`src/rtl/fao_pkg.sv`:
```
// package: function codes, widths and reset values for the status-output logic
package fao_pkg;
  // ***********************************************************
  // output function codes
  // ***********************************************************
  localparam logic [5:0] FAO_FN_RUN      = 6'h00;  // 00
  localparam logic [5:0] FAO_FN_AT_SET   = 6'h01;  // 01
  localparam logic [5:0] FAO_FN_OVER_A   = 6'h02;  // 02
  localparam logic [5:0] FAO_FN_AT_THR_A = 6'h06;  // 06
  localparam logic [5:0] FAO_FN_OVER_B   = 6'h18;  // 24
  localparam logic [5:0] FAO_FN_AT_THR_B = 6'h19;  // 25
  localparam logic [5:0] FAO_FN_ALARM    = 6'h3f;  // alarm function code
  // ***********************************************************
  // hysteresis and sizes
  // ***********************************************************
  localparam int FAO_ON_PCT       = 1;    // turn-on anticipation, percent of max
  localparam int FAO_OFF_PCT      = 2;    // turn-off delay, percent of max
  localparam int FAO_PCT_FULL     = 100;
  localparam int FAO_NUM_OUTS     = 5;
  localparam int FAO_FREQ_W       = 16;
  localparam int FAO_SEL_W        = 6;
  // ***********************************************************
  // reset values
  // ***********************************************************
  localparam logic [FAO_FREQ_W-1:0] FAO_FREQ_RST = 16'h0000;
  localparam logic                  FAO_FLAG_RST = 1'b0;
  localparam logic                  FAO_PIN_RST  = 1'b1;  // active low: released
endpackage

```
`src/rtl/fao_status_outputs.sv`:
```
// status-output logic: run and frequency-arrival functions on five outputs and a relay
`timescale 1ns/10ps
module fao_status_outputs
  import fao_pkg::*;
#(
  parameter int FREQ_W = FAO_FREQ_W,
  parameter int NOUT   = FAO_NUM_OUTS
) (
  input  wire logic                       ref_clk,
  input  wire logic                       nrst,
  input  wire logic                       ctrl_tick,
  input  wire logic [FREQ_W-1:0]          out_frequency,
  input  wire logic [FREQ_W-1:0]          max_frequency,
  input  wire logic [FREQ_W-1:0]          set_frequency,
  input  wire logic [FREQ_W-1:0]          start_frequency,
  input  wire logic [FREQ_W-1:0]          accel_threshold_a,
  input  wire logic [FREQ_W-1:0]          decel_threshold_a,
  input  wire logic [FREQ_W-1:0]          accel_threshold_b,
  input  wire logic [FREQ_W-1:0]          decel_threshold_b,
  input  wire logic                       alarm_active,
  input  wire logic [NOUT*FAO_SEL_W-1:0]  out_func_sel,
  input  wire logic [FAO_SEL_W-1:0]       relay_func_sel,
  output logic      [NOUT-1:0]            out_pin_n,
  output logic                            relay_on,
  output logic                            at_set_speed_flag,
  output logic                            over_speed_flag_a,
  output logic                            at_threshold_pulse_a,
  output logic                            over_speed_flag_b,
  output logic                            at_threshold_pulse_b,
  output logic                            run_flag
);

  typedef enum logic [1:0] {FAO_DIR_STEADY, FAO_DIR_ACCEL, FAO_DIR_DECEL} fao_dir_t;

  // ***********************************************************
  // helpers
  // ***********************************************************
  // percent of max frequency, widened so the product cannot overflow
  function automatic logic [FREQ_W:0] pct_of(input logic [FREQ_W-1:0] fmax, input int pct);
    logic [FREQ_W+7:0] prod;
    prod   = fmax * pct[7:0];
    pct_of = (FREQ_W+1)'(prod / FAO_PCT_FULL[7:0]);
  endfunction

  // within a band of threshold: [thr - band_lo, thr + band_hi]
  function automatic logic near(input logic [FREQ_W-1:0] f, input logic [FREQ_W-1:0] thr,
                                input logic [FREQ_W:0] band_lo, input logic [FREQ_W:0] band_hi);
    logic [FREQ_W+1:0] fx;
    fx   = {2'b00, f};
    near = (fx + {1'b0, band_lo} >= {2'b00, thr}) && (fx <= {2'b00, thr} + {1'b0, band_hi});
  endfunction

  // map a function code to its flag value
  function automatic logic fn_value(input logic [FAO_SEL_W-1:0] sel,
                                    input logic [5:0] flags, input logic alarm);
    case (sel)
      FAO_FN_RUN:      fn_value = flags[0];
      FAO_FN_AT_SET:   fn_value = flags[1];
      FAO_FN_OVER_A:   fn_value = flags[2];
      FAO_FN_AT_THR_A: fn_value = flags[3];
      FAO_FN_OVER_B:   fn_value = flags[4];
      FAO_FN_AT_THR_B: fn_value = flags[5];
      FAO_FN_ALARM:    fn_value = alarm;
      default:         fn_value = 1'b0;
    endcase
  endfunction

  // ***********************************************************
  // arrival step helpers
  // ***********************************************************
  // over-threshold: set accelerating past the on point, clear decelerating
  // below the off point, otherwise keep; the gap is the hysteresis
  function automatic logic over_step(input logic              cur,
                                     input logic              up,
                                     input logic              dn,
                                     input logic [FREQ_W-1:0] f,
                                     input logic [FREQ_W-1:0] thr_on,
                                     input logic [FREQ_W-1:0] thr_off,
                                     input logic [FREQ_W:0]   band_on,
                                     input logic [FREQ_W:0]   band_off);
    logic [FREQ_W+1:0] fx;
    fx        = {2'b00, f};
    over_step = cur;
    if (up && (fx + {1'b0, band_on} >= {2'b00, thr_on})) begin
      over_step = 1'b1;
    end else if (dn && (fx + {1'b0, band_off} < {2'b00, thr_off})) begin
      over_step = 1'b0;
    end
  endfunction

  // at-threshold: narrow band on approach, widened once on so a hovering
  // frequency cannot chatter; a steady direction gives off
  function automatic logic thr_step(input logic              cur,
                                    input logic              up,
                                    input logic              dn,
                                    input logic [FREQ_W-1:0] f,
                                    input logic [FREQ_W-1:0] thr_up,
                                    input logic [FREQ_W-1:0] thr_dn,
                                    input logic [FREQ_W:0]   band_on,
                                    input logic [FREQ_W:0]   band_off);
    logic [FREQ_W:0] held;
    held     = cur ? band_off : '0;
    thr_step = (up && near(f, thr_up, band_on, held)) ||
               (dn && near(f, thr_dn, held, band_on));
  endfunction

  // ***********************************************************
  // state
  // ***********************************************************
  // one register group per set of related functions keeps each next-state block small
  logic [FREQ_W-1:0] prev_freq_r;
  logic [FREQ_W-1:0] prev_freq_nxt;
  fao_dir_t          dir_r;
  fao_dir_t          dir_nxt;
  logic              run_r;
  logic              run_nxt;
  logic              at_set_r;
  logic              at_set_nxt;
  logic              over_a_r;
  logic              over_a_nxt;
  logic              thr_a_r;
  logic              thr_a_nxt;
  logic              over_b_r;
  logic              over_b_nxt;
  logic              thr_b_r;
  logic              thr_b_nxt;
  logic [5:0]        flags_nxt;
  logic [NOUT-1:0]   pin_fn;
  logic [NOUT-1:0]   pin_n_r;
  logic [NOUT-1:0]   pin_n_nxt;
  logic              relay_r;
  logic              relay_nxt;
  logic              accel;
  logic              decel;

  logic [FREQ_W:0]   on_band;
  logic [FREQ_W:0]   off_band;
  logic [FREQ_W:0]   zero_band;

  // bands follow max frequency, so a new max rescales them at once
  assign on_band   = pct_of(max_frequency, FAO_ON_PCT);
  assign off_band  = pct_of(max_frequency, FAO_OFF_PCT);
  assign zero_band = '0;

  // ***********************************************************
  // direction tracking
  // ***********************************************************
  // steady frequency keeps the last direction so hysteresis holds
  always_comb begin
    prev_freq_nxt = prev_freq_r;
    dir_nxt       = dir_r;
    if (ctrl_tick) begin
      prev_freq_nxt = out_frequency;
      if (out_frequency > prev_freq_r) begin
        dir_nxt = FAO_DIR_ACCEL;
      end else if (out_frequency < prev_freq_r) begin
        dir_nxt = FAO_DIR_DECEL;
      end
    end
  end

  // direction of this update, shared by both threshold pairs; at-set does not use it
  assign accel = (dir_nxt == FAO_DIR_ACCEL);
  assign decel = (dir_nxt == FAO_DIR_DECEL);

  // direction registers
  always_ff @(posedge ref_clk or negedge nrst) begin
    if (!nrst) begin
      prev_freq_r <= FREQ_W'(FAO_FREQ_RST);
      dir_r       <= FAO_DIR_STEADY;
    end else begin
      prev_freq_r <= prev_freq_nxt;
      dir_r       <= dir_nxt;
    end
  end

  // ***********************************************************
  // run and at-set flags
  // ***********************************************************
  // both are evaluated on the control update only, else they stand
  always_comb begin
    run_nxt    = run_r;
    at_set_nxt = at_set_r;
    if (ctrl_tick) begin
      // strict compare: sitting at the start frequency is not yet running
      run_nxt = out_frequency > start_frequency;
      // on 1% early, then held until 2% away on either side
      if (at_set_r) begin
        at_set_nxt = near(out_frequency, set_frequency, off_band, off_band);
      end else begin
        at_set_nxt = near(out_frequency, set_frequency, on_band, zero_band);
      end
    end
  end

  // run and at-set registers
  always_ff @(posedge ref_clk or negedge nrst) begin
    if (!nrst) begin
      run_r    <= FAO_FLAG_RST;
      at_set_r <= FAO_FLAG_RST;
    end else begin
      run_r    <= run_nxt;
      at_set_r <= at_set_nxt;
    end
  end

  // ***********************************************************
  // threshold pair flags
  // ***********************************************************
  // pair a and pair b share the step helpers; only the thresholds differ
  always_comb begin
    over_a_nxt = over_a_r;
    thr_a_nxt  = thr_a_r;
    over_b_nxt = over_b_r;
    thr_b_nxt  = thr_b_r;
    if (ctrl_tick) begin
      over_a_nxt = over_step(over_a_r, accel, decel, out_frequency, accel_threshold_a,
                             decel_threshold_a, on_band, off_band);
      thr_a_nxt  = thr_step(thr_a_r, accel, decel, out_frequency, accel_threshold_a,
                            decel_threshold_a, on_band, off_band);
      over_b_nxt = over_step(over_b_r, accel, decel, out_frequency, accel_threshold_b,
                             decel_threshold_b, on_band, off_band);
      thr_b_nxt  = thr_step(thr_b_r, accel, decel, out_frequency, accel_threshold_b,
                            decel_threshold_b, on_band, off_band);
    end
  end

  // threshold pair registers
  always_ff @(posedge ref_clk or negedge nrst) begin
    if (!nrst) begin
      over_a_r <= FAO_FLAG_RST;
      thr_a_r  <= FAO_FLAG_RST;
      over_b_r <= FAO_FLAG_RST;
      thr_b_r  <= FAO_FLAG_RST;
    end else begin
      over_a_r <= over_a_nxt;
      thr_a_r  <= thr_a_nxt;
      over_b_r <= over_b_nxt;
      thr_b_r  <= thr_b_nxt;
    end
  end

  // bundle in function-code order for the pin selectors
  assign flags_nxt = {thr_b_nxt, over_b_nxt, thr_a_nxt, over_a_nxt, at_set_nxt, run_nxt};

  // ***********************************************************
  // pin and relay mapping
  // ***********************************************************
  // each pin decodes its own code; next flags are used so pins and
  // flags change on the same edge
  for (genvar g = 0; g < NOUT; g++) begin : g_pin
    logic [FAO_SEL_W-1:0] code;
    assign code      = out_func_sel[g*FAO_SEL_W +: FAO_SEL_W];
    assign pin_fn[g] = fn_value(code, flags_nxt, alarm_active);
  end

  // open collector pins: a function that is on pulls its pin low
  always_comb begin
    pin_n_nxt = pin_n_r;
    relay_nxt = relay_r;
    if (ctrl_tick) begin
      pin_n_nxt = ~pin_fn;
      // the relay is not inverted: high energises the coil
      relay_nxt = fn_value(relay_func_sel, flags_nxt, alarm_active);
    end
  end

  // pin and relay registers
  always_ff @(posedge ref_clk or negedge nrst) begin
    if (!nrst) begin
      pin_n_r <= {NOUT{FAO_PIN_RST}};
      relay_r <= FAO_FLAG_RST;
    end else begin
      pin_n_r <= pin_n_nxt;
      relay_r <= relay_nxt;
    end
  end

  // ***********************************************************
  // outputs, all straight from flops
  // ***********************************************************
  assign out_pin_n            = pin_n_r;
  assign relay_on             = relay_r;
  assign run_flag             = run_r;
  assign at_set_speed_flag    = at_set_r;
  assign over_speed_flag_a    = over_a_r;
  assign at_threshold_pulse_a = thr_a_r;
  assign over_speed_flag_b    = over_b_r;
  assign at_threshold_pulse_b = thr_b_r;

endmodule

```
`config.mk`:
```
export PLATFORM = sky130hd
export DESIGN_NAME = fao_status_outputs
export DESIGN_NICKNAME = d
export VERILOG_FILES = /design/src/rtl/fao_pkg.sv /design/src/rtl/fao_status_outputs.sv
export SDC_FILE = /design/constraint.sdc
export NUM_CORES = 1
export LEC_CHECK = 0
export BUFFER_PORTS_ARGS = -buffer_cell sky130_fd_sc_hd__buf_2
export CAP_MARGIN = 15
export CORE_MARGIN = 2
export CORE_UTILIZATION = 24
export CTS_BUF_LIST = sky130_fd_sc_hd__clkbuf_8
export CTS_CLUSTER_SIZE = 12
export DETAILED_ROUTE_END_ITERATION = 8
export HOLD_SLACK_MARGIN = 0.05
export PLACE_DENSITY_LB_ADDON = 0.3
export SKIP_CTS_REPAIR_TIMING = 1
export SYNTH_ARGS = -nofsm -noshare
export SYNTH_HDL_FRONTEND = slang
export SYNTH_SLANG_ARGS = --single-unit
```
`constraint.sdc`:
```
create_clock -name ref_clk -period 11.6 [get_ports ref_clk]
set_input_delay 0 -clock ref_clk [delete_from_list [all_inputs] [get_ports ref_clk]]
set_output_delay 0 -clock ref_clk [all_outputs]
set_load 0.05 [all_outputs]
```
==> flow_metrics.tcl <==
set metrics [dict create \
    p_leak_nw 8.42 \
    clock_tree.buffer_depth 2 \
    clkLatencyLatePin_ps 290 \
    cell_area_after_technology_mapping_mm2 0.0139 \
    finalNetCount 2541 \
    fmaxAchievable_ghz 0.0926 \
    clock_sinks 30 \
    filler_cell_count 6220 \
    routed_wl_um 47500 \
    synthesis.instances 1829 \
    io_pins 180 \
    ys.warnings.count 0 \
    cts_tree "yes" \
    path_clk_slew_ps 70 \
    netlist-cell-type-count 93 \
    drive_above_1_share_pct 13.8 \
    grt_max_degree 45 \
    detail-route-antenna-nets 0 \
    routedWlPerCell_um 17.0 \
    cp.required_ps 11800 \
    standard_cell_area_after_detailed_placement_mm2 0.0158 \
    max_cap_viol_count 0 \
    setup_total_negative_slack_ps 0 \
    grt_pass1_wl_um 74600 \
    synth_top_cell_by_area "sky130_fd_sc_hd__ha_1" \
    ctsRootBufferMaster "sky130_fd_sc_hd__clkbuf_8" \
    ys.flop_type "sky130_fd_sc_hd__dfrtp_1" \
    ff2ff_setup_slack_ps 5080 \
    setup_viol 0 \
    tightest_hold_check_type "in2reg" \
    hpwlAfterDp_um 41000 \
    chipHeight_um 245 \
    worst_path_largest_cell_delay_ps 460 \
    multiInputGateArea_mm2 0.0123 \
    grt_pass1_vias 13600 \
    register_with_the_highest_flop_count "prev_freq_r" \
    worst-path-max-fanout 20 \
    aggregate_global_route_resource_usage_pct 15.6 \
    worst-setup-path-type "in2reg" \
    drtIter0Drc 732 \
    floorplan.die.width_um 245 \
    fin_cells 2786 \
    synth.top_cell.area_share_pct 31.4 \
    drtPass1Iterations 7 \
    globalplace.congestion 0.833 \
    cpLargestDelayFamily "compound AO/OA/AOI/OAI gates" \
    largest_register_ffs 16 \
    final.period_utilization_pct 93.1 \
    cp-start-kind "input pin" \
    floorplan.initialDensity_pct 24.2 \
    ctsHtreeMaxLevel 2 \
    drc_errors_left 0 \
    critical_path_buf_inv_count 5 \
    layout-area-overhead-vs-synth_pct 15.8 \
    grt.overflow.total 0 \
    cell_types_with_the_largest_area_share_after_synthesis "sky130_fd_sc_hd__ha_1, sky130_fd_sc_hd__a21o_1, sky130_fd_sc_hd__xnor2_1" \
    power_density_mw_per_mm2 237 \
    post-place-cells 2767 \
    worst-slew-pin-transition_ps 793 \
    number_of_hold_slack_violations_in_the_final_timing_report 0 \
    dieArea_mm2 0.0600 \
    total_via_count_in_the_routed_design 13700 \
    number_of_flip_flops_and_latches_in_the_synthesized_netlist 30 \
    initial_antenna_violation_count 7 \
    layout.area.seq_um2 757 \
    synthArstFlopShare_pct 100 \
    synthesis.nets 2356 \
    critical_path_slowest_stage_cell "sky130_fd_sc_hd__or4_1" \
    fin_worst_skew_ps 7.49 \
    synth.avg_cell_area_um2 7.62 \
    fin_total_pwr_mw 3.82 \
    count_of_flip_flops_with_a_built_in_enable_after_synthesis 0 \
    crit_path_end_kind "flip-flop" \
    final_util_pct 28.0 \
    final_max_slew_viol_count 0 \
    outcome "finished, final reports clean" \
    total_number_of_placement_rows 88 \
    max-vdd-ir-drop_v 0.000153 \
    rsz0062_at_grt "no" \
    viasPerCell 4.91 \
    fp.coreArea_mm2 0.0576 \
    seq_area_frac_synth_pct 5.43 \
    slew_headroom_pct 46.6 \
    port_buffers 178 \
    critical_path_arrival_ps 11000 \
    cts_buffers 5 \
    final_design_area_no_fill_mm2 0.0161 \
    min_period_ps 10790 \
]
-- cell usage after synthesis (5+ instances only) --
cell type / count
sky130_fd_sc_hd__ha_1: 350
sky130_fd_sc_hd__inv_1: 221
sky130_fd_sc_hd__a21o_1: 144
sky130_fd_sc_hd__a21oi_1: 144
sky130_fd_sc_hd__o21ai_0: 112
sky130_fd_sc_hd__xnor2_1: 103
sky130_fd_sc_hd__nor2_1: 92
sky130_fd_sc_hd__nand2_1: 78
sky130_fd_sc_hd__nand2b_1: 43
sky130_fd_sc_hd__nand3_1: 43
sky130_fd_sc_hd__nand4_1: 37
sky130_fd_sc_hd__o21bai_1: 37
sky130_fd_sc_hd__nor3_1: 30
sky130_fd_sc_hd__nor2b_1: 29
sky130_fd_sc_hd__xor2_1: 27
sky130_fd_sc_hd__dfrtp_1: 25
sky130_fd_sc_hd__o21a_1: 25
sky130_fd_sc_hd__o211ai_1: 18
sky130_fd_sc_hd__clkbuf_1: 16
sky130_fd_sc_hd__a211oi_1: 14
sky130_fd_sc_hd__nor4_1: 13
sky130_fd_sc_hd__and2_1: 10
sky130_fd_sc_hd__buf_2: 10
sky130_fd_sc_hd__o22ai_1: 10
sky130_fd_sc_hd__and3_1: 9
sky130_fd_sc_hd__fa_1: 9
sky130_fd_sc_hd__or2_2: 9
sky130_fd_sc_hd__or3_1: 9
sky130_fd_sc_hd__a31oi_1: 8
sky130_fd_sc_hd__o2111ai_1: 8
sky130_fd_sc_hd__maj3_1: 7
sky130_fd_sc_hd__o211a_1: 7
sky130_fd_sc_hd__a211o_1: 6
sky130_fd_sc_hd__mux2i_1: 6
sky130_fd_sc_hd__a32o_1: 5
sky130_fd_sc_hd__dfstp_2: 5
sky130_fd_sc_hd__o41ai_1: 5
-- final timing paths --
check                                      from              end  cells past startpoint
hold / removal                relay_func_sel[0]         relay_on                      3
hold reg to reg                        relay_on         relay_on                      2
max in group asynchronous                  nrst  prev_freq_r[10]                      2
min in group asynchronous                  nrst         run_flag                      2
setup / recovery              max_frequency[14]     out_pin_n[3]                     49
setup reg to reg           at_threshold_pulse_b     out_pin_n[3]                     30
-- worst reg2reg max path, delay by kind of cell (launching register included) --
| kind | cells | cell delay, ps |
|---|---|---|
| buffers and inverters | 4 | 820 |
| adder cells (fa/ha/maj) | 3 | 960 |
| AND/OR/NAND/NOR | 4 | 480 |
| AO/OA/AOI/OAI | 18 | 3410 |
| flip-flops | 1 | 600 |
| XOR/XNOR | 1 | 170 |
-- metrics by stage --
step / worst slack, ps / hold WS, ps
6_report: 805 / 38.6
2_1_floorplan: 1640 / -296
3_3_place_gp: 328 / 96.8
4_1_cts: 410 / -208
3_5_place_dp: 89.4 / 126
5_1_grt: 22.1 / 79.5
-- layout make-up --
class,count,area share (%)
clock buffer,6,0.512
tap,765,5.93
antenna,6,0.0931
multi-input combinational,1539,76.3
inverter,228,5.31
clock inverter,2,0.0776
timing repair buffer,210,7.07
sequential,30,4.69
-- routing by layer --
layer	GRT usage (%)	up-vias	wire, um
li1	-	7051	-
met1	19.9	6239	21400
met2	28.1	315	23200
met3	1.55	60	1910
met4	3.32	4	916
met5	0	-	21
-- power breakdown --
part | internal [mW] | switching [mW]
clock | 0.0477 | 0.0461
sequential | 0.120 | 0.0106
combinational | 1.63 | 1.97
-- placed cells by master (no fill, tap or decap), types with 10 or more instances in the layout --
cell type and n:
sky130_fd_sc_hd__a211oi_1 14, sky130_fd_sc_hd__a21o_1 144, sky130_fd_sc_hd__a21oi_1 141, sky130_fd_sc_hd__and2_1 10
sky130_fd_sc_hd__buf_2 177, sky130_fd_sc_hd__buf_4 29, sky130_fd_sc_hd__dfrtp_1 25, sky130_fd_sc_hd__ha_1 350
sky130_fd_sc_hd__inv_1 221, sky130_fd_sc_hd__nand2_1 78, sky130_fd_sc_hd__nand2b_1 43, sky130_fd_sc_hd__nand3_1 43
sky130_fd_sc_hd__nand4_1 37, sky130_fd_sc_hd__nor2_1 90, sky130_fd_sc_hd__nor2b_1 28, sky130_fd_sc_hd__nor3_1 29
sky130_fd_sc_hd__nor4_1 13, sky130_fd_sc_hd__o211ai_1 18, sky130_fd_sc_hd__o21a_1 25, sky130_fd_sc_hd__o21ai_0 106
sky130_fd_sc_hd__o21ai_1 10, sky130_fd_sc_hd__o21bai_1 37, sky130_fd_sc_hd__o22ai_1 10, sky130_fd_sc_hd__xnor2_1 103
sky130_fd_sc_hd__xor2_1 27
-- logic make-up (layout without fill, tap and decap cells) --
logic type / after synthesis / in the layout / synth area share (%)
adders and majority gates: 367 / 367 / 33.3
DFF: 30 / 30 / 5.43
xor gates and xnor gates: 130 / 130 / 8.17
buffers and inverters: 260 / 446 / 7.20
AOI/OAI and AO/OA: 617 / 617 / 30.0
muxes: 8 / 8 / 0.611
and+or+nand+nor: 417 / 417 / 15.3
other: 0 / 6 / 0
Power figures use the tool's default switching activity.
